==> config.mk <==
export PLATFORM = sky130hd
export DESIGN_NAME = cctl_coulomb_top
export DESIGN_NICKNAME = d
export VERILOG_FILES = /design/src/verilog/cctl_pkg.sv /design/src/verilog/cctl_tick_sync.sv /design/src/verilog/cctl_result_hold.sv /design/src/verilog/cctl_coulomb_top.sv
export SDC_FILE = /design/constraint.sdc
export NUM_CORES = 1
export LEC_CHECK = 0
export BUFFER_PORTS_ARGS = -buffer_cell sky130_fd_sc_hd__buf_2
export CAP_MARGIN = 30
export CORE_ASPECT_RATIO = 1.75
export CORE_UTILIZATION = 63
export CTS_CLUSTER_SIZE = 14
export DETAILED_ROUTE_END_ITERATION = 8
export PLACE_DENSITY_LB_ADDON = 0.1
export SLEW_MARGIN = 0
export SYNTH_ARGS = -nofsm -noshare
export SYNTH_HDL_FRONTEND = slang
export SYNTH_SLANG_ARGS = --single-unit
==> constraint.sdc <==
create_clock -name clk -period 6.9 [get_ports clk]
set_input_delay 1.38 -clock clk [delete_from_list [all_inputs] [get_ports clk]]
set_output_delay 1.38 -clock clk [all_outputs]
set_load 0.1 [all_outputs]
==> src/verilog/cctl_pkg.sv <==
package cctl_pkg;
    // System clock and converter time base
    localparam int unsigned CLK_PERIOD_NS = 50;
    localparam int unsigned RC_NOMINAL_HZ = 32768;
    // Instantaneous conversion time in microseconds, and in RC ticks (rounded up)
    localparam int unsigned INST_CONV_US = 3900;
    localparam int unsigned INST_CONV_TICKS = (INST_CONV_US * RC_NOMINAL_HZ + 999999) / 1000000;
    // Modulator samples per conversion, and clk cycles between samples (rounded down)
    localparam int unsigned MOD_SAMPLES = 4096;
    localparam int unsigned MOD_DIV = (INST_CONV_US * 1000) / CLK_PERIOD_NS / MOD_SAMPLES;
    // Base periods in RC ticks for select code 00; each code step doubles
    localparam int unsigned ACC_TICKS_BASE = 4096;
    localparam int unsigned INTERVAL_TICKS_BASE = 8192;
    // Result layout
    localparam int INST_BITS = 13;
    localparam int INST_WIDTH = 16;
    localparam int ACC_BITS = 18;
    localparam int ACC_WIDTH = 32;
    localparam int THR_WIDTH = 8;
    localparam int ACC_SUM_WIDTH = 21;
    localparam logic signed [12:0] INST_MAX = 13'h0fff;
    localparam logic signed [12:0] INST_MIN = 13'h1001;
    // Reset values
    localparam logic [15:0] INST_RESET = 16'h0000;
    localparam logic [31:0] ACC_RESET = 32'h0000_0000;
    localparam logic [2:0] FLAGS_RESET = 3'h0;

    // Control bits from the CPU side
    typedef struct packed {
        logic enable;
        logic polarity;
        logic scale;
        logic [1:0] accum_sel;
        logic [1:0] interval_sel;
        logic regular;
    } cctl_ctrl_s;

    // One bit per event: instantaneous, accumulated, regular current
    typedef struct packed {
        logic inst;
        logic acc;
        logic rc;
    } cctl_flags_s;

    typedef enum logic [1:0] {
        ST_OFF,
        ST_CONVERT,
        ST_WAIT
    } cctl_state_e;
endpackage

==> src/verilog/cctl_tick_sync.sv <==
`timescale 1ns/1ps
module cctl_tick_sync (
    input wire logic clk,
    input wire logic rst_n,
    input wire logic rc_osc,
    input wire logic mod_bit_in,
    output logic rc_tick,
    output logic mod_bit
);
    logic [2:0] osc_reg;
    logic [2:0] osc_next;
    logic [1:0] bit_reg;
    logic [1:0] bit_next;

    // Two flops per pin; the third osc stage only feeds the edge detect
    always_comb begin
        osc_next = {osc_reg[1:0], rc_osc};
        bit_next = {bit_reg[0], mod_bit_in};
    end

    always_ff @(posedge clk or negedge rst_n) begin
        if (!rst_n) begin
            osc_reg <= 3'h0;
            bit_reg <= 2'h0;
        end else begin
            osc_reg <= osc_next;
            bit_reg <= bit_next;
        end
    end

    // Rising edge of the RC oscillator as a one-cycle enable
    assign rc_tick = osc_reg[1] & ~osc_reg[2];
    assign mod_bit = bit_reg[1];
endmodule

==> src/verilog/cctl_result_hold.sv <==
`timescale 1ns/1ps
module cctl_result_hold #(
    parameter int WIDTH = 16,
    parameter logic [WIDTH-1:0] RESET_VALUE = '0
) (
    input wire logic clk,
    input wire logic rst_n,
    input wire logic load,
    input wire logic [WIDTH-1:0] data_in,
    input wire logic lock_set,
    input wire logic lock_clr,
    output logic [WIDTH-1:0] data_out,
    output logic taken
);
    logic [WIDTH-1:0] data_reg;
    logic [WIDTH-1:0] data_next;
    logic lock_reg;
    logic lock_next;

    // A load during an open read sequence is dropped, and so is its event
    always_comb begin
        taken = load & ~lock_reg & ~lock_set;
        data_next = taken ? data_in : data_reg;
        lock_next = lock_reg;
        if (lock_set) begin
            lock_next = 1'b1;
        end else if (lock_clr) begin
            lock_next = 1'b0;
        end
    end

    always_ff @(posedge clk or negedge rst_n) begin
        if (!rst_n) begin
            data_reg <= RESET_VALUE;
            lock_reg <= 1'b0;
        end else begin
            data_reg <= data_next;
            lock_reg <= lock_next;
        end
    end

    assign data_out = data_reg;
endmodule

==> src/verilog/cctl_coulomb_top.sv <==
`timescale 1ns/1ps
module cctl_coulomb_top #(
    parameter int unsigned CONV_TICKS = cctl_pkg::INST_CONV_TICKS,
    parameter int unsigned ACC_TICKS = cctl_pkg::ACC_TICKS_BASE,
    parameter int unsigned INTERVAL_TICKS = cctl_pkg::INTERVAL_TICKS_BASE,
    parameter int unsigned MOD_DIV = cctl_pkg::MOD_DIV
) (
    input wire logic clk,
    input wire logic rst_n,
    input wire logic rc_osc,
    input wire logic mod_bit_in,
    input wire logic power_off,
    input wire cctl_pkg::cctl_ctrl_s ctrl,
    input wire logic [7:0] charge_threshold,
    input wire logic [7:0] discharge_threshold,
    input wire cctl_pkg::cctl_flags_s int_enable,
    input wire logic global_int_enable,
    input wire cctl_pkg::cctl_flags_s flag_clear,
    input wire logic rd_inst_low,
    input wire logic rd_inst_high,
    input wire logic [3:0] rd_acc_byte,
    output logic [15:0] inst_result,
    output logic [31:0] accum_result,
    output cctl_pkg::cctl_flags_s flags,
    output cctl_pkg::cctl_flags_s irq,
    output logic modulator_enable,
    output logic modulator_polarity,
    output logic ref_half
);
    localparam int TCW = $clog2(CONV_TICKS) + 1;
    localparam int ICW = $clog2(INTERVAL_TICKS * 8) + 1;
    localparam int ACW = $clog2((ACC_TICKS / CONV_TICKS) * 8) + 1;
    localparam int DCW = $clog2(MOD_DIV) + 1;
    localparam int SW = cctl_pkg::ACC_SUM_WIDTH;

    // Reset release synchroniser
    logic rst_meta_reg;
    logic rst_sync_reg;

    // Conversion sequencer
    cctl_pkg::cctl_state_e state_reg;
    cctl_pkg::cctl_state_e state_next;
    logic [TCW-1:0] tick_reg;
    logic [TCW-1:0] tick_next;
    logic [ICW-1:0] ival_reg;
    logic [ICW-1:0] ival_next;
    logic [DCW-1:0] div_reg;
    logic [DCW-1:0] div_next;
    logic signed [12:0] samp_reg;
    logic signed [12:0] samp_next;
    logic regular_reg;
    logic regular_next;

    // Accumulation
    logic signed [SW-1:0] acc_sum_reg;
    logic signed [SW-1:0] acc_sum_next;
    logic [ACW-1:0] acc_cnt_reg;
    logic [ACW-1:0] acc_cnt_next;

    // Flags
    cctl_pkg::cctl_flags_s flags_reg;
    cctl_pkg::cctl_flags_s flags_next;

    logic rc_tick;
    logic mod_bit;
    logic run;
    logic regular_mode;
    logic regular_rise;
    logic conv_done;
    logic acc_load;
    logic [31:0] acc_value;
    logic [15:0] inst_value;
    logic rc_hit;
    logic inst_taken;
    logic acc_taken;
    logic [12:0] samp_mag;

    // Last RC tick index of a sampling interval
    function automatic logic [ICW-1:0] interval_limit(input logic [1:0] sel);
        interval_limit = ICW'((INTERVAL_TICKS << sel) - 1);
    endfunction

    // Last conversion index of an accumulation period
    function automatic logic [ACW-1:0] acc_limit(input logic [1:0] sel);
        acc_limit = ACW'(((ACC_TICKS / CONV_TICKS) << sel) - 1);
    endfunction

    // One up/down step of the decimator, clamped to INST_MIN..INST_MAX (+/-4095)
    function automatic logic signed [12:0] sat_step(input logic signed [12:0] v,
                                                     input logic up);
        if (up) begin
            sat_step = (v == cctl_pkg::INST_MAX) ? v : v + 13'sh0001;
        end else begin
            sat_step = (v == cctl_pkg::INST_MIN) ? v : v - 13'sh0001;
        end
    endfunction

    // Reset asserts at once and releases two edges later
    always_ff @(posedge clk or negedge rst_n) begin
        if (!rst_n) begin
            rst_meta_reg <= 1'b0;
            rst_sync_reg <= 1'b0;
        end else begin
            rst_meta_reg <= 1'b1;
            rst_sync_reg <= rst_meta_reg;
        end
    end

    cctl_tick_sync u_sync (
        .clk(clk),
        .rst_n(rst_sync_reg),
        .rc_osc(rc_osc),
        .mod_bit_in(mod_bit_in),
        .rc_tick(rc_tick),
        .mod_bit(mod_bit)
    );

    // Power-off sleep overrides the enable bit
    assign run = ctrl.enable & ~power_off;
    assign regular_mode = run & ctrl.regular;
    // Entering regular detect aborts the conversion in flight
    assign regular_rise = regular_mode & ~regular_reg;

    // Sequencer: convert, then either convert again or wait an interval
    always_comb begin
        state_next = state_reg;
        tick_next = tick_reg;
        ival_next = ival_reg;
        div_next = div_reg;
        samp_next = samp_reg;
        regular_next = regular_mode;
        conv_done = 1'b0;
        if (!run) begin
            state_next = cctl_pkg::ST_OFF;
            tick_next = '0;
            ival_next = '0;
            div_next = '0;
            samp_next = '0;
        end else if (regular_rise) begin
            state_next = cctl_pkg::ST_CONVERT;
            tick_next = '0;
            ival_next = '0;
            div_next = '0;
            samp_next = '0;
        end else begin
            unique case (state_reg)
                cctl_pkg::ST_OFF: begin
                    state_next = cctl_pkg::ST_CONVERT;
                end
                cctl_pkg::ST_CONVERT: begin
                    if (div_reg == DCW'(MOD_DIV - 1)) begin
                        div_next = '0;
                        // Inverted polarity flips each modulator decision
                        samp_next = sat_step(samp_reg, mod_bit ^ ctrl.polarity);
                    end else begin
                        div_next = div_reg + 1'b1;
                    end
                    if (rc_tick) begin
                        if (tick_reg == TCW'(CONV_TICKS - 1)) begin
                            conv_done = 1'b1;
                            tick_next = '0;
                            div_next = '0;
                            samp_next = '0;
                            if (ctrl.regular) begin
                                state_next = cctl_pkg::ST_WAIT;
                            end
                        end else begin
                            tick_next = tick_reg + 1'b1;
                        end
                    end
                end
                cctl_pkg::ST_WAIT: begin
                    if (rc_tick) begin
                        if (ival_reg == interval_limit(ctrl.interval_sel)) begin
                            ival_next = '0;
                            state_next = cctl_pkg::ST_CONVERT;
                        end else begin
                            ival_next = ival_reg + 1'b1;
                        end
                    end
                end
            endcase
        end
    end

    always_ff @(posedge clk or negedge rst_sync_reg) begin
        if (!rst_sync_reg) begin
            state_reg <= cctl_pkg::ST_OFF;
            tick_reg <= '0;
            ival_reg <= '0;
            div_reg <= '0;
            samp_reg <= '0;
            regular_reg <= 1'b0;
        end else begin
            state_reg <= state_next;
            tick_reg <= tick_next;
            ival_reg <= ival_next;
            div_reg <= div_next;
            samp_reg <= samp_next;
            regular_reg <= regular_next;
        end
    end

    // Sign-extend the finished sample to the 16-bit presentation
    assign inst_value = {{3{samp_reg[12]}}, samp_reg};

    // Summing 32 << sel samples; shifting by sel leaves an 18-bit average
    always_comb begin
        logic signed [SW-1:0] sum_new;
        logic signed [SW-1:0] shifted;
        sum_new = acc_sum_reg + {{(SW - 13){samp_reg[12]}}, samp_reg};
        shifted = sum_new >>> ctrl.accum_sel;
        acc_sum_next = acc_sum_reg;
        acc_cnt_next = acc_cnt_reg;
        acc_load = 1'b0;
        acc_value = {{14{shifted[17]}}, shifted[17:0]};
        if (!run || ctrl.regular) begin
            // Stays cleared so the first period after regular mode is whole
            acc_sum_next = '0;
            acc_cnt_next = '0;
        end else if (conv_done) begin
            if (acc_cnt_reg == acc_limit(ctrl.accum_sel)) begin
                acc_load = 1'b1;
                acc_sum_next = '0;
                acc_cnt_next = '0;
            end else begin
                acc_sum_next = sum_new;
                acc_cnt_next = acc_cnt_reg + 1'b1;
            end
        end
    end

    always_ff @(posedge clk or negedge rst_sync_reg) begin
        if (!rst_sync_reg) begin
            acc_sum_reg <= '0;
            acc_cnt_reg <= '0;
        end else begin
            acc_sum_reg <= acc_sum_next;
            acc_cnt_reg <= acc_cnt_next;
        end
    end

    // Threshold compare on magnitude, sign picks charge or discharge level
    assign samp_mag = 13'(-samp_reg);
    assign rc_hit = conv_done & regular_mode &
        ((~samp_reg[12] & (samp_reg >= $signed({5'h00, charge_threshold}))) |
         (samp_reg[12] & (samp_mag >= {5'h00, discharge_threshold})));

    cctl_result_hold #(
        .WIDTH(cctl_pkg::INST_WIDTH),
        .RESET_VALUE(cctl_pkg::INST_RESET)
    ) u_inst_hold (
        .clk(clk),
        .rst_n(rst_sync_reg),
        .load(conv_done),
        .data_in(inst_value),
        .lock_set(rd_inst_low),
        .lock_clr(rd_inst_high),
        .data_out(inst_result),
        .taken(inst_taken)
    );

    cctl_result_hold #(
        .WIDTH(cctl_pkg::ACC_WIDTH),
        .RESET_VALUE(cctl_pkg::ACC_RESET)
    ) u_acc_hold (
        .clk(clk),
        .rst_n(rst_sync_reg),
        .load(acc_load),
        .data_in(acc_value),
        .lock_set(|rd_acc_byte[2:0]),
        .lock_clr(rd_acc_byte[3]),
        .data_out(accum_result),
        .taken(acc_taken)
    );

    // Sticky flags; a set in the clearing cycle wins
    always_comb begin
        flags_next.inst = inst_taken | (flags_reg.inst & ~flag_clear.inst);
        flags_next.acc = acc_taken | (flags_reg.acc & ~flag_clear.acc);
        flags_next.rc = rc_hit | (flags_reg.rc & ~flag_clear.rc);
    end

    always_ff @(posedge clk or negedge rst_sync_reg) begin
        if (!rst_sync_reg) begin
            flags_reg <= cctl_pkg::FLAGS_RESET;
        end else begin
            flags_reg <= flags_next;
        end
    end

    assign flags = flags_reg;
    // Each request needs its own enable and the global enable
    assign irq.inst = flags_reg.inst & int_enable.inst & global_int_enable;
    assign irq.acc = flags_reg.acc & int_enable.acc & global_int_enable;
    assign irq.rc = flags_reg.rc & int_enable.rc & global_int_enable;

    // Analog side controls; modulator is unpowered whenever stopped
    assign modulator_enable = (state_reg != cctl_pkg::ST_OFF);
    assign modulator_polarity = ctrl.polarity;
    assign ref_half = ctrl.scale & run;
endmodule

## After elaboration in Yosys (flattened, before gate mapping)

Index checks and enable logic that the tools add are counted.

| word-level totals | value |
|---|---|
| bits of input ports | 42 |
| register bits | 120 |
| output and inout port bits | 57 |
| word-level logic and storage cells | 150 |

| cells by class | value |
|---|---|
| multiplexer cells | 51 |
| equal/unequal tests | 16 |
| reduce and logical (&&, ||, !) cells | 11 |
| bitwise gates (word level) | 38 |
| add/sub/neg operators | 10 |
| order comparisons | 2 |
| shifts and indexed selects | 3 |

Operators with widths:

| cell | count |
|---|---|
| $mux W13 | 9 |
| $mux W17 | 5 |
| $mux W21 | 3 |
| $mux W8 | 5 |
| $mux W6 | 6 |
| $mux W9 | 3 |
| $eq A13 B13 Y1 const B | 2 |
| $and A1 B1 Y1 | 22 |
| $add A21 B21 Y21 | 1 |
| $sshr A21 B2 Y18 | 1 |
| $ne A4 B4 Y1 const B | 5 |
| $add A17 B1 Y17 const B | 1 |
| $eq A17 B17 Y1 | 1 |
| $shl A14 B2 Y17 const A | 1 |
| $sub A17 B1 Y17 const B | 1 |
| $mux W2 | 7 |
| $add A13 B2 Y13 const B | 1 |
| $ge A13 B8 Y1 | 1 |
| $ge A13 B9 Y1 | 1 |
| $neg A13 Y13 | 1 |
| $sub A13 B2 Y13 const B | 1 |
| $mux W1 | 12 |
| $not A1 Y1 | 11 |
| $add A9 B1 Y9 const B | 1 |
| 21 further kinds | 29 |

## Depth between registers and ports, before layout

Gate-level depths: netlist (run 1).

| depth | value |
|---|---|
| depth after elaboration | 11 |
| depth in mapped cells | 11 |
| mapped depth without buffers | 11 |

## Modules after synthesis

Synthesis (run 1) repeated with hierarchy kept, for this count alone.

| unflattened totals | value |
|---|---|
| cell total of the unflattened synthesis | 822 |
| area total of the unflattened synthesis | 8234.1 µm² |

Modules (own cells, without submodules):

| module | area each (µm²) | instances | seq. area each (µm²) | cells an instance |
|---|---|---|---|---|
| cctl_coulomb_top | 6154.7 | 1 | 2052.0 | 708 |
| cctl_result_hold (u_acc_hold) | 1249.9 | 1 | 825.8 | 71 |
| cctl_result_hold (u_inst_hold) | 690.7 | 1 | 425.4 | 37 |
| cctl_tick_sync | 138.9 | 1 | 125.1 | 6 |

## Worst setup path before layout (run 1)

OpenSTA, ideal clock, no wires.

| path | value |
|---|---|
| kind | input port to output port |
| start | in ctrl[7] (netlist bit) |
| end | out ref_half |
| required time | 5520 ps |
| data arrival time | 2391 ps |
| path slack | 3129 ps |
| cell stages on the path | 2 |
| buffers on the path | 0 |
| cells stage by stage | nor2b_1 and2_1 |

| on the way | value |
|---|---|
| longest elaborated chain between the ends | 2 |

Ends and longest elaborated chain:

| element | RTL line | source |
|---|---|---|
| start: declaration | cctl_coulomb_top.sv:13 | `input wire cctl_pkg::cctl_ctrl_s ctrl,` |
| $and A1 B1 Y1 | cctl_coulomb_top.sv:119 | `assign run = ctrl.enable & ~power_off;` |
| $and A1 B1 Y1 | cctl_coulomb_top.sv:301 | `assign ref_half = ctrl.scale & run;` |
| end: declaration | cctl_coulomb_top.sv:28 | `output logic ref_half` |

Every way passes these cells.

## Worst setup path after layout (run 1)

| path | value |
|---|---|
| start | in ctrl[3] (netlist bit) |
| end | reg u_acc_hold.data_reg[16], in the netlist u_acc_hold.data_out[16] |

| on the way | value |
|---|---|
| longest elaborated chain between the ends | 8 |
| elaborated cells between the ends (all ways) | 9 |
| those cells by class | add/sub (1); eq/ne (1); shift (2); mux (3); bitwise (2) |

Ends and longest elaborated chain:

| element | RTL line | source |
|---|---|---|
| $shl A6 B2 Y9 | cctl_coulomb_top.sv:85 | `acc_limit = ACW'(((ACC_TICKS / CONV_TICKS) << sel) - 1);` |
| $sub A9 B1 Y9 | cctl_coulomb_top.sv:85 |  |
| $eq A9 B9 Y1 | cctl_coulomb_top.sv:222 | `if (acc_cnt_reg == acc_limit(ctrl.accum_sel)) begin` |
| $mux W1 | cctl_coulomb_top.sv:222 |  |
| $mux W1 | cctl_coulomb_top.sv:221 | `end else if (conv_done) begin` |
| $mux W1 | cctl_coulomb_top.sv:217 | `if (!run \|\| ctrl.regular) begin` |
| $and A1 B1 Y1 (2 in a row) | cctl_result_hold.sv:22 | `taken = load & ~lock_reg & ~lock_set;` |
| end signal: assignment | cctl_result_hold.sv:37 | `data_reg <= data_next;` |
| end: declaration | cctl_result_hold.sv:15 | `logic [WIDTH-1:0] data_reg;` |

Several ways; a longest one is shown, not always the timed one.
A chain may end at the register's enable or synchronous reset.

==> results by group, run 1 <==
Cells and area
  • Synthesis-to-finish area growth: 13.96%
  • Nets: 1013
  • Largest register FFs: 21
  • Layout cell share with drive strength beyond 1: 0.1876
  • N_diodes: 0

GRT
  • Largest net degree at the start of global routing: 74
  • Initial antenna violation count: 0
  • Grt ovf: 0
  • Vias in the first global route: approximately 7000
  • First-pass GRT wire length: 32260 um
  • Total global-route track usage: 0.3255

Drt
  • Vias: around 6700
  • # DRC: 0
  • Detailed-route wire length per cell: 18.12 um
  • TritonRoute pass-1 iters: 5
  • Starting DRC count in detailed routing: between 300 and 400
  • Via density: approximately 6.3
  • Detailed Route WL: 19480 um
  • Post-route ant nets: 0

STA
  • Fin crit share: 0.6158
  • Final setup violation count: 0
  • Setup TNS: 0 ns
  • Max-Slew Margin vs Limit: 0.3190
  • Slew Viols, Final: 0
  • Fin. Hold Viols: 0
  • RSZ-0062 raised after global routing: false
  • Tmin final: roughly 4.2 ns
  • Hold WS: roughly 0.29 ns
  • Worst-margin pin slew: between 1 and 1.5 ns
  • Skew final: around 0.013 ns
  • F_max: about 0.24 GHz

Placement
  • GP Congestion: around 0.95
  • Port-buffer cells: between 90 and 100
  • DP HPWL: between 10000 and 15000 um

Clock network
  • Worst skew pair latency: 0.42 ns
  • CTS tree: yes
  • Post-cts hold buffer count: 0
  • Root cell of the clock tree: clkbuf_16
  • Post-CTS Setup Bufs: 0
  • Post-CTS resize count: 0
  • Clk sinks: between 100 and 150
  • H-tree Lvls: 4
  • Clk buf depth: 2
  • Clk slew on worst S/H paths: about 0.06 ns
  • Num CTS Buffers: 17

Floorplanning
  • Core ar.: 11940 um2
  • Die Ht: ~150 um
  • Die area: between 10000 and 15000 um2
  • Starting Density: 0.6450
  • # rows: 53
  • I/O pin count: 99
  • Die width: 85.57 um

Setup path
  • R2R Setup Slk: ~3.5 ns
  • Crit path DAT: 4.53 ns
  • Critical path type: primary input to register
  • Critical path launch point type: primary input
  • Beginning of the critical path: ctrl[3]
  • Crit path capture type: register
  • CP Max Fanout: 32
  • Crit path required time: ~7 ns
  • RR Startpoint: acc_cnt_reg[6]$_DFFE_PN0P_

Synthesis
  • Area leader, netlist: dfrtp_1
  • Asr flop ratio synth: 1.000
  • Syn_area_per_cell: ~9 um2
  • Yosys Warn Count: 0
  • Post-synth top area share: 0.3901
  • Distinct cells, synth: 68
  • Most frequent cell after synthesis: dfrtp_1
  • Post-synthesis instance total: 858
  • Top cells by count, synth: dfrtp_1 (120), nand2_1 (78), o21ai_0 (76), nor2_1 (75), a21oi_1 (52)
  • Post-synthesis sequential area ratio: 0.3901
  • Largest cells by area after synthesis: dfrtp_1 (39%), ha_1 (7.3%), o21ai_0 (4.9%), nand2_1 (3.8%), nor2_1 (3.7%)
  • Syn_nets: ~950
  • Predominant post-synthesis flop cell: dfrtp_1
  • Post-synth EDFFs: 0
  • Synth Cell Area: 7699 um2
  • Post-synthesis register bit count: 120

Power
  • Max VDD drop: 0.0001816 V
  • PD cells: ~200 nW/um2
  • Lkg Pwr: ~4.3 nW

Hold path
  • Hold Crit Class: register to asynchronous set/reset pin

Status
  • Outcome: completed

Flow run
  • Max-cap viol count: 0
==> power by group <==
part	total, mW	switching, mW	internal, mW
Clock	0.947	0.359	0.587
Combinational	0.0887	0.0597	0.0290
Sequential	0.715	0.00682	0.708
==> metal layers <==
layer  part of all wire  vias up  track usage  routed length, um
li1                   -     3203            -                  -
met1               0.37     3204       0.3497               7247
met2               0.52      244       0.5716              10050
met3              0.045       91      0.05605                882
met4              0.066        0       0.2283               1292
met5                  0        -            0                  0
==> through the flow <==
step           utilization  worst slack [ns]  cells  cell area (um2)  total power [mW]
2_1_floorplan            -             3.129    858             7699            0.7846
3_3_place_gp        0.6791             2.476   1041             8107            0.8114
3_5_place_dp        0.6827             2.283   1043             8149            0.8168
4_1_cts             0.7350             2.682   1075             8773             1.761
5_1_grt             0.7350             2.149   1075             8773             1.803
6_report            0.7350             2.651   1075             8773             1.750
==> final cells by class <==
cell class,instances,area (um2)
Clock inverter,14,185.2
Clock buffer,18,439.2
Inverter,34,127.6
Sequential cell,120,3007
Tap cell,137,171.4
Fill cell,879,3163
Timing Repair Buffer,103,555.5
Multi-Input combinational cell,649,4288
==> final timing paths <==
| check | cells past startpoint | to |
|---|---|---|
| min in group clk | 0 | u_sync.osc_reg[1]$_DFF_PN0_ |
| max | 8 | u_acc_hold.data_out[16]$_DFFE_PN0P_ |
| max reg2reg | 7 | u_acc_hold.data_out[16]$_DFFE_PN0P_ |
| min reg2reg | 0 | samp_reg[11]$_DFFE_PN0P_ |
| max in group asynchronous | 2 | acc_cnt_reg[1]$_DFFE_PN0P_ |
| min | 0 | samp_reg[11]$_DFFE_PN0P_ |
==> worst max-delay path: stages <==
cell	delay, ns
buf_2	0.48
xnor2_1	0.19
a32o_1	0.19
a22oi_1	0.08
nor3_1	0.52
nand3_1	0.86
a2111oi_0	0.72
nor3_1	0.09
==> cells by family (layout without fill, tap and decap cells) <==
kind of cell,after synthesis,count (layout),synth area share
other,1,1,0.0004871
xor gates and xnor gates,50,50,0.05786
AOI/OAI and AO/OA,225,225,0.1882
muxes,39,39,0.05444
and+or+nand+nor,288,288,0.1793
adders and majority gates,46,46,0.07574
DFF,120,120,0.3901
buffers and inverters,89,169,0.05396
==> cell usage in the layout (no fill, tap or decap), drive strengths merged, types with 6 or more instances in the layout <==
cell type / instances
nand4: 19
nor3: 18
nand2: 79
clkbuf: 18
inv: 40
a21o: 15
a211oi: 6
ha: 45
nand2b: 9
a22o: 23
o31ai: 9
nand3: 31
nor2b: 12
mux2i: 16
xnor2: 25
dfrtp: 120
a21oi: 52
buf: 103
xor2: 25
mux2: 23
o21a: 6
nor2: 75
o21ai: 81
and3: 15
No activity file was read; power rests on OpenSTA's default activity.
==> run 2: changes to the inputs <==
--- a/config.mk
+++ b/config.mk
@@ -5,10 +5,11 @@
 export SDC_FILE = /design/constraint.sdc
 export NUM_CORES = 1
 export LEC_CHECK = 0
+export ABC_AREA = 1
 export BUFFER_PORTS_ARGS = -buffer_cell sky130_fd_sc_hd__buf_2
 export CAP_MARGIN = 30
 export CORE_ASPECT_RATIO = 1.75
-export CORE_UTILIZATION = 63
+export CORE_UTILIZATION = 60
 export CTS_CLUSTER_SIZE = 14
 export DETAILED_ROUTE_END_ITERATION = 8
 export PLACE_DENSITY_LB_ADDON = 0.1
==> constraint.sdc (replaced) <==
create_clock -name clk -period 4.45 [get_ports clk]
set_input_delay 0.89 -clock clk [delete_from_list [all_inputs] [get_ports clk]]
set_output_delay 0.89 -clock clk [all_outputs]
set_load 0.1 [all_outputs]
==> results by group, run 2 <==
Hold path
  • Hold Crit Class: primary input to asynchronous set/reset pin

Clock network
  • Post-CTS resize count: 0 (unchanged)
  • CTS tree: yes
  • Clk sinks: 120 (unchanged)
  • Clk slew on worst S/H paths: 0.06 ns (about the same)
  • Post-cts hold buffer count: 0 (unchanged)
  • Worst skew pair latency: 0.42 ns (about the same)
  • Clk buf depth: 2 (unchanged)
  • Root cell of the clock tree: clkbuf_16
  • H-tree Lvls: 4 (unchanged)
  • Post-CTS Setup Bufs: 0 (unchanged)
  • Num CTS Buffers: 17 (unchanged)

STA
  • Fin. Hold Viols: 0 (unchanged)
  • Fin crit share: 0.6007
  • F_max: around 0.37 GHz
  • Tmin final: 2.673 ns
  • Worst-margin pin slew: 0.7564 ns (-0.2623 ns)
  • Setup TNS: 0 ns (unchanged)
  • Final setup violation count: 0 (unchanged)
  • Max-Slew Margin vs Limit: 0.4958 (+0.1768)
  • Skew final: 0.008036 ns (-0.004888 ns)
  • Slew Viols, Final: 0 (unchanged)
  • RSZ-0062 raised after global routing: false

Power
  • Int Power: 2.122 mW (+60%)
  • Switching Fraction: 0.2460 (+0.002677)
  • PD cells: 298.7 nW/um2 (+50%)
  • Clock share of power: 0.542 (about the same)
  • Reg power frac: 0.396 (-0.012)
  • Max VDD drop: 0.0002721 V (+50%)
  • Switching power: 0.6923 mW (+63%)
  • Lkg Pwr: 5.090 nW (+18%)
  • Combinational power share: 0.062 (+0.011)

Drt
  • # DRC: 0 (unchanged)
  • Detailed Route WL: 24260 um (+25%)
  • Post-route ant nets: 0 (unchanged)
  • Starting DRC count in detailed routing: 538 (+64%)
  • TritonRoute pass-1 iters: 5 (unchanged)
  • Vias: 8155 (+21%)
  • Detailed-route wire length per cell: 17.01 um (-6.1%)
  • Via density: 5.719 (-8.8%)

Synthesis
  • Synth Cell Area: 8280 um2 (+7.6%)
  • Area leader, netlist: dfrtp_1
  • Post-synth EDFFs: 0 (unchanged)
  • Top cells by count, synth: nand2_1 (294), inv_1 (141), dfrtp_1 (120), nand3_1 (120), nor2_1 (107)
  • Post-synthesis register bit count: 120 (unchanged)
  • Yosys Warn Count: 0 (unchanged)
  • Post-synthesis instance total: 1156 (+35%)
  • Post-synth top area share: 0.3626 (-0.02741)
  • Distinct cells, synth: 53 (-22%)
  • Predominant post-synthesis flop cell: dfrtp_1
  • Syn_area_per_cell: 7.163 um2 (-20%)
  • Syn_nets: 1244 (+32%)
  • Most frequent cell after synthesis: nand2_1
  • Asr flop ratio synth: 1.000 (unchanged)
  • Post-synthesis sequential area ratio: 0.3626 (-0.02741)
  • Largest cells by area after synthesis: dfrtp_1 (36%), nand2_1 (13%), nand3_1 (7.3%), ha_1 (6.8%), inv_1 (6.4%)

GRT
  • First-pass GRT wire length: 39030 um (+21%)
  • Total global-route track usage: 0.3558 (+0.03025)
  • Vias in the first global route: 8124 (+19%)
  • Grt ovf: 0 (unchanged)
  • Largest net degree at the start of global routing: 58 (-22%)
  • Initial antenna violation count: 0 (unchanged)

Cells and area
  • Final Instance Area: 9420 um2 (+7.4%)
  • Most frequent cells in the layout: nand2_1 (294), inv_1 (141), nand3_1 (120), dfrtp_1 (119), nor2_1 (107)
  • Nets: 1327 (+31%)
  • Fillers: 1215 (+38%)
  • Layout cell share with drive strength beyond 1: 0.1366 (-0.05105)
  • Leading cell type in the layout, fill and taps excluded: nand2_1
  • FF/Latch Area: 3007 um2 (unchanged)
  • N_diodes: 0 (unchanged)
  • Synthesis-to-finish area growth: 13.77%
  • Area of the multi-input gates: 4456 um2 (+3.9%)
  • Largest register FFs: 21 (unchanged)

Setup path
  • Crit path capture type: register
  • Buffer and inverter count on the worst path: 1 (unchanged)
  • Crit path required time: 4.76 ns (-2.42 ns)
  • R2R Setup Slk: 1.78 ns (-1.73 ns)
  • CP Max Fanout: 9 (-72%)
  • Delay-heaviest family, CP: simple AND/OR/NAND/NOR gates
  • RR Startpoint: samp_reg[1]$_DFFE_PN0P_
  • Critical path launch point type: register
  • Crit path DAT: 2.98 ns (-1.55 ns)
  • CP cell instances: inv_1 > nand2_1 > nor2_1 > nand3_1 > nor2_1 > nor2_1 > ha_1 > nand4_1 > nor3_1 > nor3_1 > o211ai_1 > nor2_1 > nand3_1 > nand2_1 > nand2_1
  • Worst R2R Path Depth: 15 (+8)
  • CP max-delay cell: dfrtp_1
  • Delay of the slowest cell on the worst path: 0.48 ns (-0.38 ns)
  • R2r endpoint: flags[0]$_DFF_PN0_
  • Critical path type: register to register
  • Most frequent cell on the critical path: nor2_1

Placement
  • Port-buffer cells: 98 (unchanged)
  • DP HPWL: 18220 um (+28%)
  • GP Congestion: 1.001 (+5.5%)
  • Area post-placement: 8773 um2 (+7.7%)

Status
  • Outcome: completed

Floorplanning
  • Die width: 90.81 um (+6.1%)
  • Die Ht: 157.4 um (+6.2%)
  • Starting Density: 0.6155 (-0.02946)
  • # rows: 56 (+5.7%)
  • I/O pin count: 99 (unchanged)
  • Core ar.: 13450 um2 (+13%)
  • Die area: 14290 um2 (+13%)

Flow run
  • Max-cap viol count: 0 (unchanged)
-- run 2: changes by cell type after synthesis, moves of 14 or more --
cell and delta:
clkbuf_1 -23, inv_1 +108, mux2_2 -22, mux2i_1 -16, nand2_1 +216, a22o_1 -19
o21ai_0 -19, and3_1 -14, nor2_1 +32, nand3_1 +89, xnor2_1 -19
-- run 2: cell families after synthesis --
group,share of synthesized area
simple gates,0.3209
buf+inv,0.09927
compound gates,0.1111
flops,0.3626
fa+ha+maj,0.07041
xor+xnor,0.03385
other cells,0.0004529
mux,0.001360
-- run 2: cell type report --
cell class,count,area share
Clock buffer,19,0.04808
Timing Repair Buffer,100,0.05366
Multi-Input combinational cell,844,0.4730
Sequential cell,120,0.3192
Tap cell,174,0.02311
Clock inverter,13,0.02059
Inverter,156,0.06243
-- run 2: worst max path at each step --
stage / from / end / slack (ns) / cells after the start
6_report: samp_reg[1]$_DFFE_PN0P_ / flags[0]$_DFF_PN0_ / 1.78 / 15
5_1_grt: samp_reg[0]$_DFFE_PN0P_ / u_acc_hold.data_out[1]$_DFFE_PN0P_ / 1.61 / 10
4_1_cts: samp_reg[1]$_DFFE_PN0P_ / flags[0]$_DFF_PN0_ / 1.82 / 15
3_5_place_dp: ctrl[4] / u_acc_hold.data_out[2]$_DFFE_PN0P_ / 1.54 / 11
3_3_place_gp: ctrl[4] / u_acc_hold.data_out[3]$_DFFE_PN0P_ / 1.61 / 11
2_1_floorplan: rst_sync_reg$_DFF_PN0_ / acc_cnt_reg[0]$_DFFE_PN0P_ / 0.86 / 0
-- run 2: layer usage --
| layer | wire (um) | up-vias | global-route usage | share of wire |
|---|---|---|---|---|
| li1 | - | 3935 | - | - |
| met1 | 8642 | 3771 | 0.3598 | 0.36 |
| met2 | 12780 | 313 | 0.6522 | 0.53 |
| met3 | 900 | 136 | 0.04348 | 0.037 |
| met4 | 1938 | 0 | 0.2880 | 0.080 |
| met5 | 0 | - | 0 | 0 |
-- run 2: power groups by stage --
| stage | clock, mW | sequential [mW] | combinational [mW] |
|---|---|---|---|
| final | 1.52 | 1.12 | 0.174 |
| after global routing | 1.57 | 1.12 | 0.195 |
| after CTS | 1.53 | 1.12 | 0.174 |
| after detailed placement | 0 | 1.14 | 0.173 |
| after global placement | 0 | 1.14 | 0.171 |
| after floorplan | 0 | 1.14 | 0.111 |
-- run 2: through the flow --
stage	instances	total power, mW	util	worst slack (ns)	hold slack [ns]
floorplan	1156	1.251	-	0.8593	0.3312
global placement	1394	1.307	0.6522	1.612	0.3335
detailed placement	1394	1.309	0.6522	1.543	0.3418
CTS	1426	2.823	0.7002	1.823	0.2416
global route	1426	2.887	0.7002	1.613	0.2423
finish	1426	2.814	0.7002	1.777	0.2408
==> run 3: changes to the inputs <==
--- a/config.mk
+++ b/config.mk
@@ -9,7 +9,7 @@
 export BUFFER_PORTS_ARGS = -buffer_cell sky130_fd_sc_hd__buf_2
 export CAP_MARGIN = 30
 export CORE_ASPECT_RATIO = 1.75
-export CORE_UTILIZATION = 60
+export CORE_UTILIZATION = 54
 export CTS_CLUSTER_SIZE = 14
 export DETAILED_ROUTE_END_ITERATION = 8
 export PLACE_DENSITY_LB_ADDON = 0.1
==> constraint.sdc (replaced) <==
create_clock -name clk -period 2.4 [get_ports clk]
set_input_delay 0.48 -clock clk [delete_from_list [all_inputs] [get_ports clk]]
set_output_delay 0.48 -clock clk [all_outputs]
set_load 0.1 [all_outputs]
==> results by group, run 3 (synthesis results as in run 2) <==
Placement
  • Port-buffer cells: 98 (unchanged)
  • DP HPWL: 18440 um (+1.2%)
  • Pre-CTS setup slack: -0.09759 ns (-1.640 ns)
  • GP Congestion: 0.9979 (-0.32%)
  • Area post-placement: 9238 um2 (+5.3%)

Clock network
  • Clk buf depth: 2 (unchanged)
  • Worst skew pair latency: 0.42 ns (about the same)
  • Root cell of the clock tree: clkbuf_16
  • Clk sinks: 120 (unchanged)
  • Clk slew on worst S/H paths: 0.06 ns (about the same)
  • Num CTS Buffers: 17 (unchanged)
  • CTS tree: yes
  • H-tree Lvls: 4 (unchanged)

GRT
  • Total global-route track usage: 0.3157 (-0.04007)
  • Initial antenna violation count: 0 (unchanged)
  • Vias in the first global route: 8120 (-0.049%)
  • Grt ovf: 0 (unchanged)
  • Largest net degree at the start of global routing: 49 (-16%)
  • First-pass GRT wire length: 38170 um (-2.2%)

Setup path
  • Worst R2R Path Depth: 14 (-1)
  • Levels on crit path: 14 (-1)
  • Crit path DAT: 2.65 ns (-0.33 ns)
  • Crit path required time: 2.71 ns (-2.05 ns)
  • CP cell instances: nor2_4 > nand2_1 > nor2_2 > xor2_1 > inv_1 > ha_1 > nand2_2 > nor3_2 > nor3_1 > o211ai_1 > nor2_1 > nand3_1 > nand2_1 > nand2_1
  • Buffer and inverter count on the worst path: 1 (unchanged)
  • Most frequent cell on the critical path: nand2_1
  • Delay of the slowest cell on the worst path: 0.48 ns (about the same)
  • Critical path type: register to register
  • CP Max Fanout: 6 (-3)
  • Crit path capture type: register
  • CP max-delay cell: dfrtp_2
  • Delay-heaviest family, CP: simple AND/OR/NAND/NOR gates
  • Critical path launch point type: register

STA
  • F_max: 0.4266 GHz (+14%)
  • Final setup violation count: 0 (unchanged)
  • RSZ-0062 raised after global routing: true
  • Worst Slack Setup Final: 0.05567 ns (-1.721 ns)
  • Skew final: 0.01024 ns (+0.002204 ns)
  • Max-Slew Margin vs Limit: 0.5421 (+0.04639)
  • Slew Viols, Final: 0 (unchanged)
  • Setup TNS: 0 ns (unchanged)
  • Fin. Hold Viols: 0 (unchanged)
  • Fin crit share: 0.9768 (+0.3761)
  • Tmin final: 2.344 ns (-0.3287 ns)
  • Hold WS: 0.1605 ns (-0.08035 ns)
  • Worst-margin pin slew: 0.6868 ns (-0.06959 ns)

Hold path
  • Hold Path Cell Cnt: 1
  • Hold Crit Class: primary input to register

Power
  • PD cells: 512.7 nW/um2 (+72%)
  • Switching Fraction: 0.2442 (-0.001777)
  • Max VDD drop: 0.0004054 V (+49%)
  • Int Power: 3.959 mW (+87%)
  • Switching power: 1.279 mW (+85%)
  • Lkg Pwr: 5.459 nW (+7.3%)
  • Combinational power share: 0.068 (+0.006)
  • Clock share of power: 0.538 (-0.004)
  • Reg power frac: 0.394 (-0.002)

Cells and area
  • Largest register FFs: 21 (unchanged)
  • Synthesis-to-finish area growth: 23.39%
  • Final Instance Area: 10220 um2 (+8.5%)
  • N_diodes: 0 (unchanged)
  • Most frequent cells in the layout: nand2_1 (291), inv_1 (137), nand3_1 (117), dfrtp_1 (116), buf_2 (98)
  • Leading cell type in the layout, fill and taps excluded: nand2_1
  • Nets: 1396 (+5.2%)
  • Layout cell share with drive strength beyond 1: 0.2142 (+0.07765)

Floorplanning
  • Die Ht: 165.8 um (+5.3%)
  • Die width: 95.61 um (+5.3%)
  • Core ar.: 14910 um2 (+11%)
  • Die area: 15850 um2 (+11%)
  • I/O pin count: 99 (unchanged)
  • # rows: 59 (+5.4%)
  • Starting Density: 0.5553 (-0.06022)

Status
  • Outcome: completed

Drt
  • Post-route ant nets: 0 (unchanged)
  • # DRC: 0 (unchanged)
  • Detailed-route wire length per cell: 16.01 um (-5.9%)
  • Vias: 8334 (+2.2%)
  • Via density: 5.541 (-3.1%)
  • Starting DRC count in detailed routing: 434 (-19%)
  • Detailed Route WL: 24080 um (-0.73%)
  • TritonRoute pass-1 iters: 5 (unchanged)

Flow run
  • Max-cap viol count: 0 (unchanged)
run 3: changes by cell type in the layout (fill, tap and decap cells not counted), moves of 6 or more:
cell and change:
nor2_2 +8, buf_4 +66, nor2_1 -15, ha_1 -8, ha_4 +6, nor2_4 +7
run 3: path summary, 6_finish.rpt:
| kind | start | endpoint | slack, ns |
|---|---|---|---|
| setup / recovery | samp_reg[2]$_DFFE_PN0P_ | flags[0]$_DFF_PN0_ | 0.06 |
| hold / removal | rc_osc | u_sync.osc_reg[0]$_DFF_PN0_ | 0.16 |
| setup reg to reg | samp_reg[2]$_DFFE_PN0P_ | flags[0]$_DFF_PN0_ | 0.06 |
| hold reg to reg | u_sync.bit_reg[0]$_DFF_PN0_ | u_sync.bit_reg[1]$_DFF_PN0_ | 0.35 |
| max in group asynchronous | rst_sync_reg$_DFF_PN0_ | ival_reg[15]$_DFFE_PN0P_ | 1.40 |
| min in group asynchronous | rst_sync_reg$_DFF_PN0_ | u_sync.bit_reg[1]$_DFF_PN0_ | 0.36 |
run 3: what timing repair did:
action / 4_1_cts / 5_1_grt
setup buffers: 1 / 11
hold buffers: 1 / 0
resized for setup: 9 / 45
setup endpoints to repair: 1 / 12
endpoints found under the hold margin: 2 / 0
pin swaps: 1 / 21
run 3: cell type report:
class	instances	area, um2
multi-input combinational	844	4692
fill	1345	4695
clock inverter	13	191.4
tap	183	229.0
clock buffer	19	452.9
sequential	120	3010
timing repair buffer	169	1051
inverter	156	590.6
run 3: power by group through the flow:
stage / Sequential, mW / Clock (mW) / Combinational, mW
6_report: 2.07 / 2.82 / 0.354
5_1_grt: 2.07 / 2.93 / 0.393
3_3_place_gp: 2.10 / 0 / 0.343
4_1_cts: 2.07 / 2.83 / 0.350
3_5_place_dp: 2.10 / 0 / 0.347
2_1_floorplan: 2.11 / 0 / 0.207
run 3: stage by stage:
step                      power (mW)  std cells    util
final                          5.238       1504  0.6852
after floorplan                2.320       1156       -
after detailed placement       2.452       1459  0.6195
after CTS                      5.252       1493  0.6653
after global placement         2.446       1459  0.6195
after global routing           5.399       1504  0.6852
run 3: layer usage:
metal,track usage,vias to the layer above,wire length [um]
met3,0.04579,107,816
met5,0,-,0
met2,0.5658,250,12570
met1,0.3203,3898,8883
li1,-,4079,-
met4,0.2271,0,1810
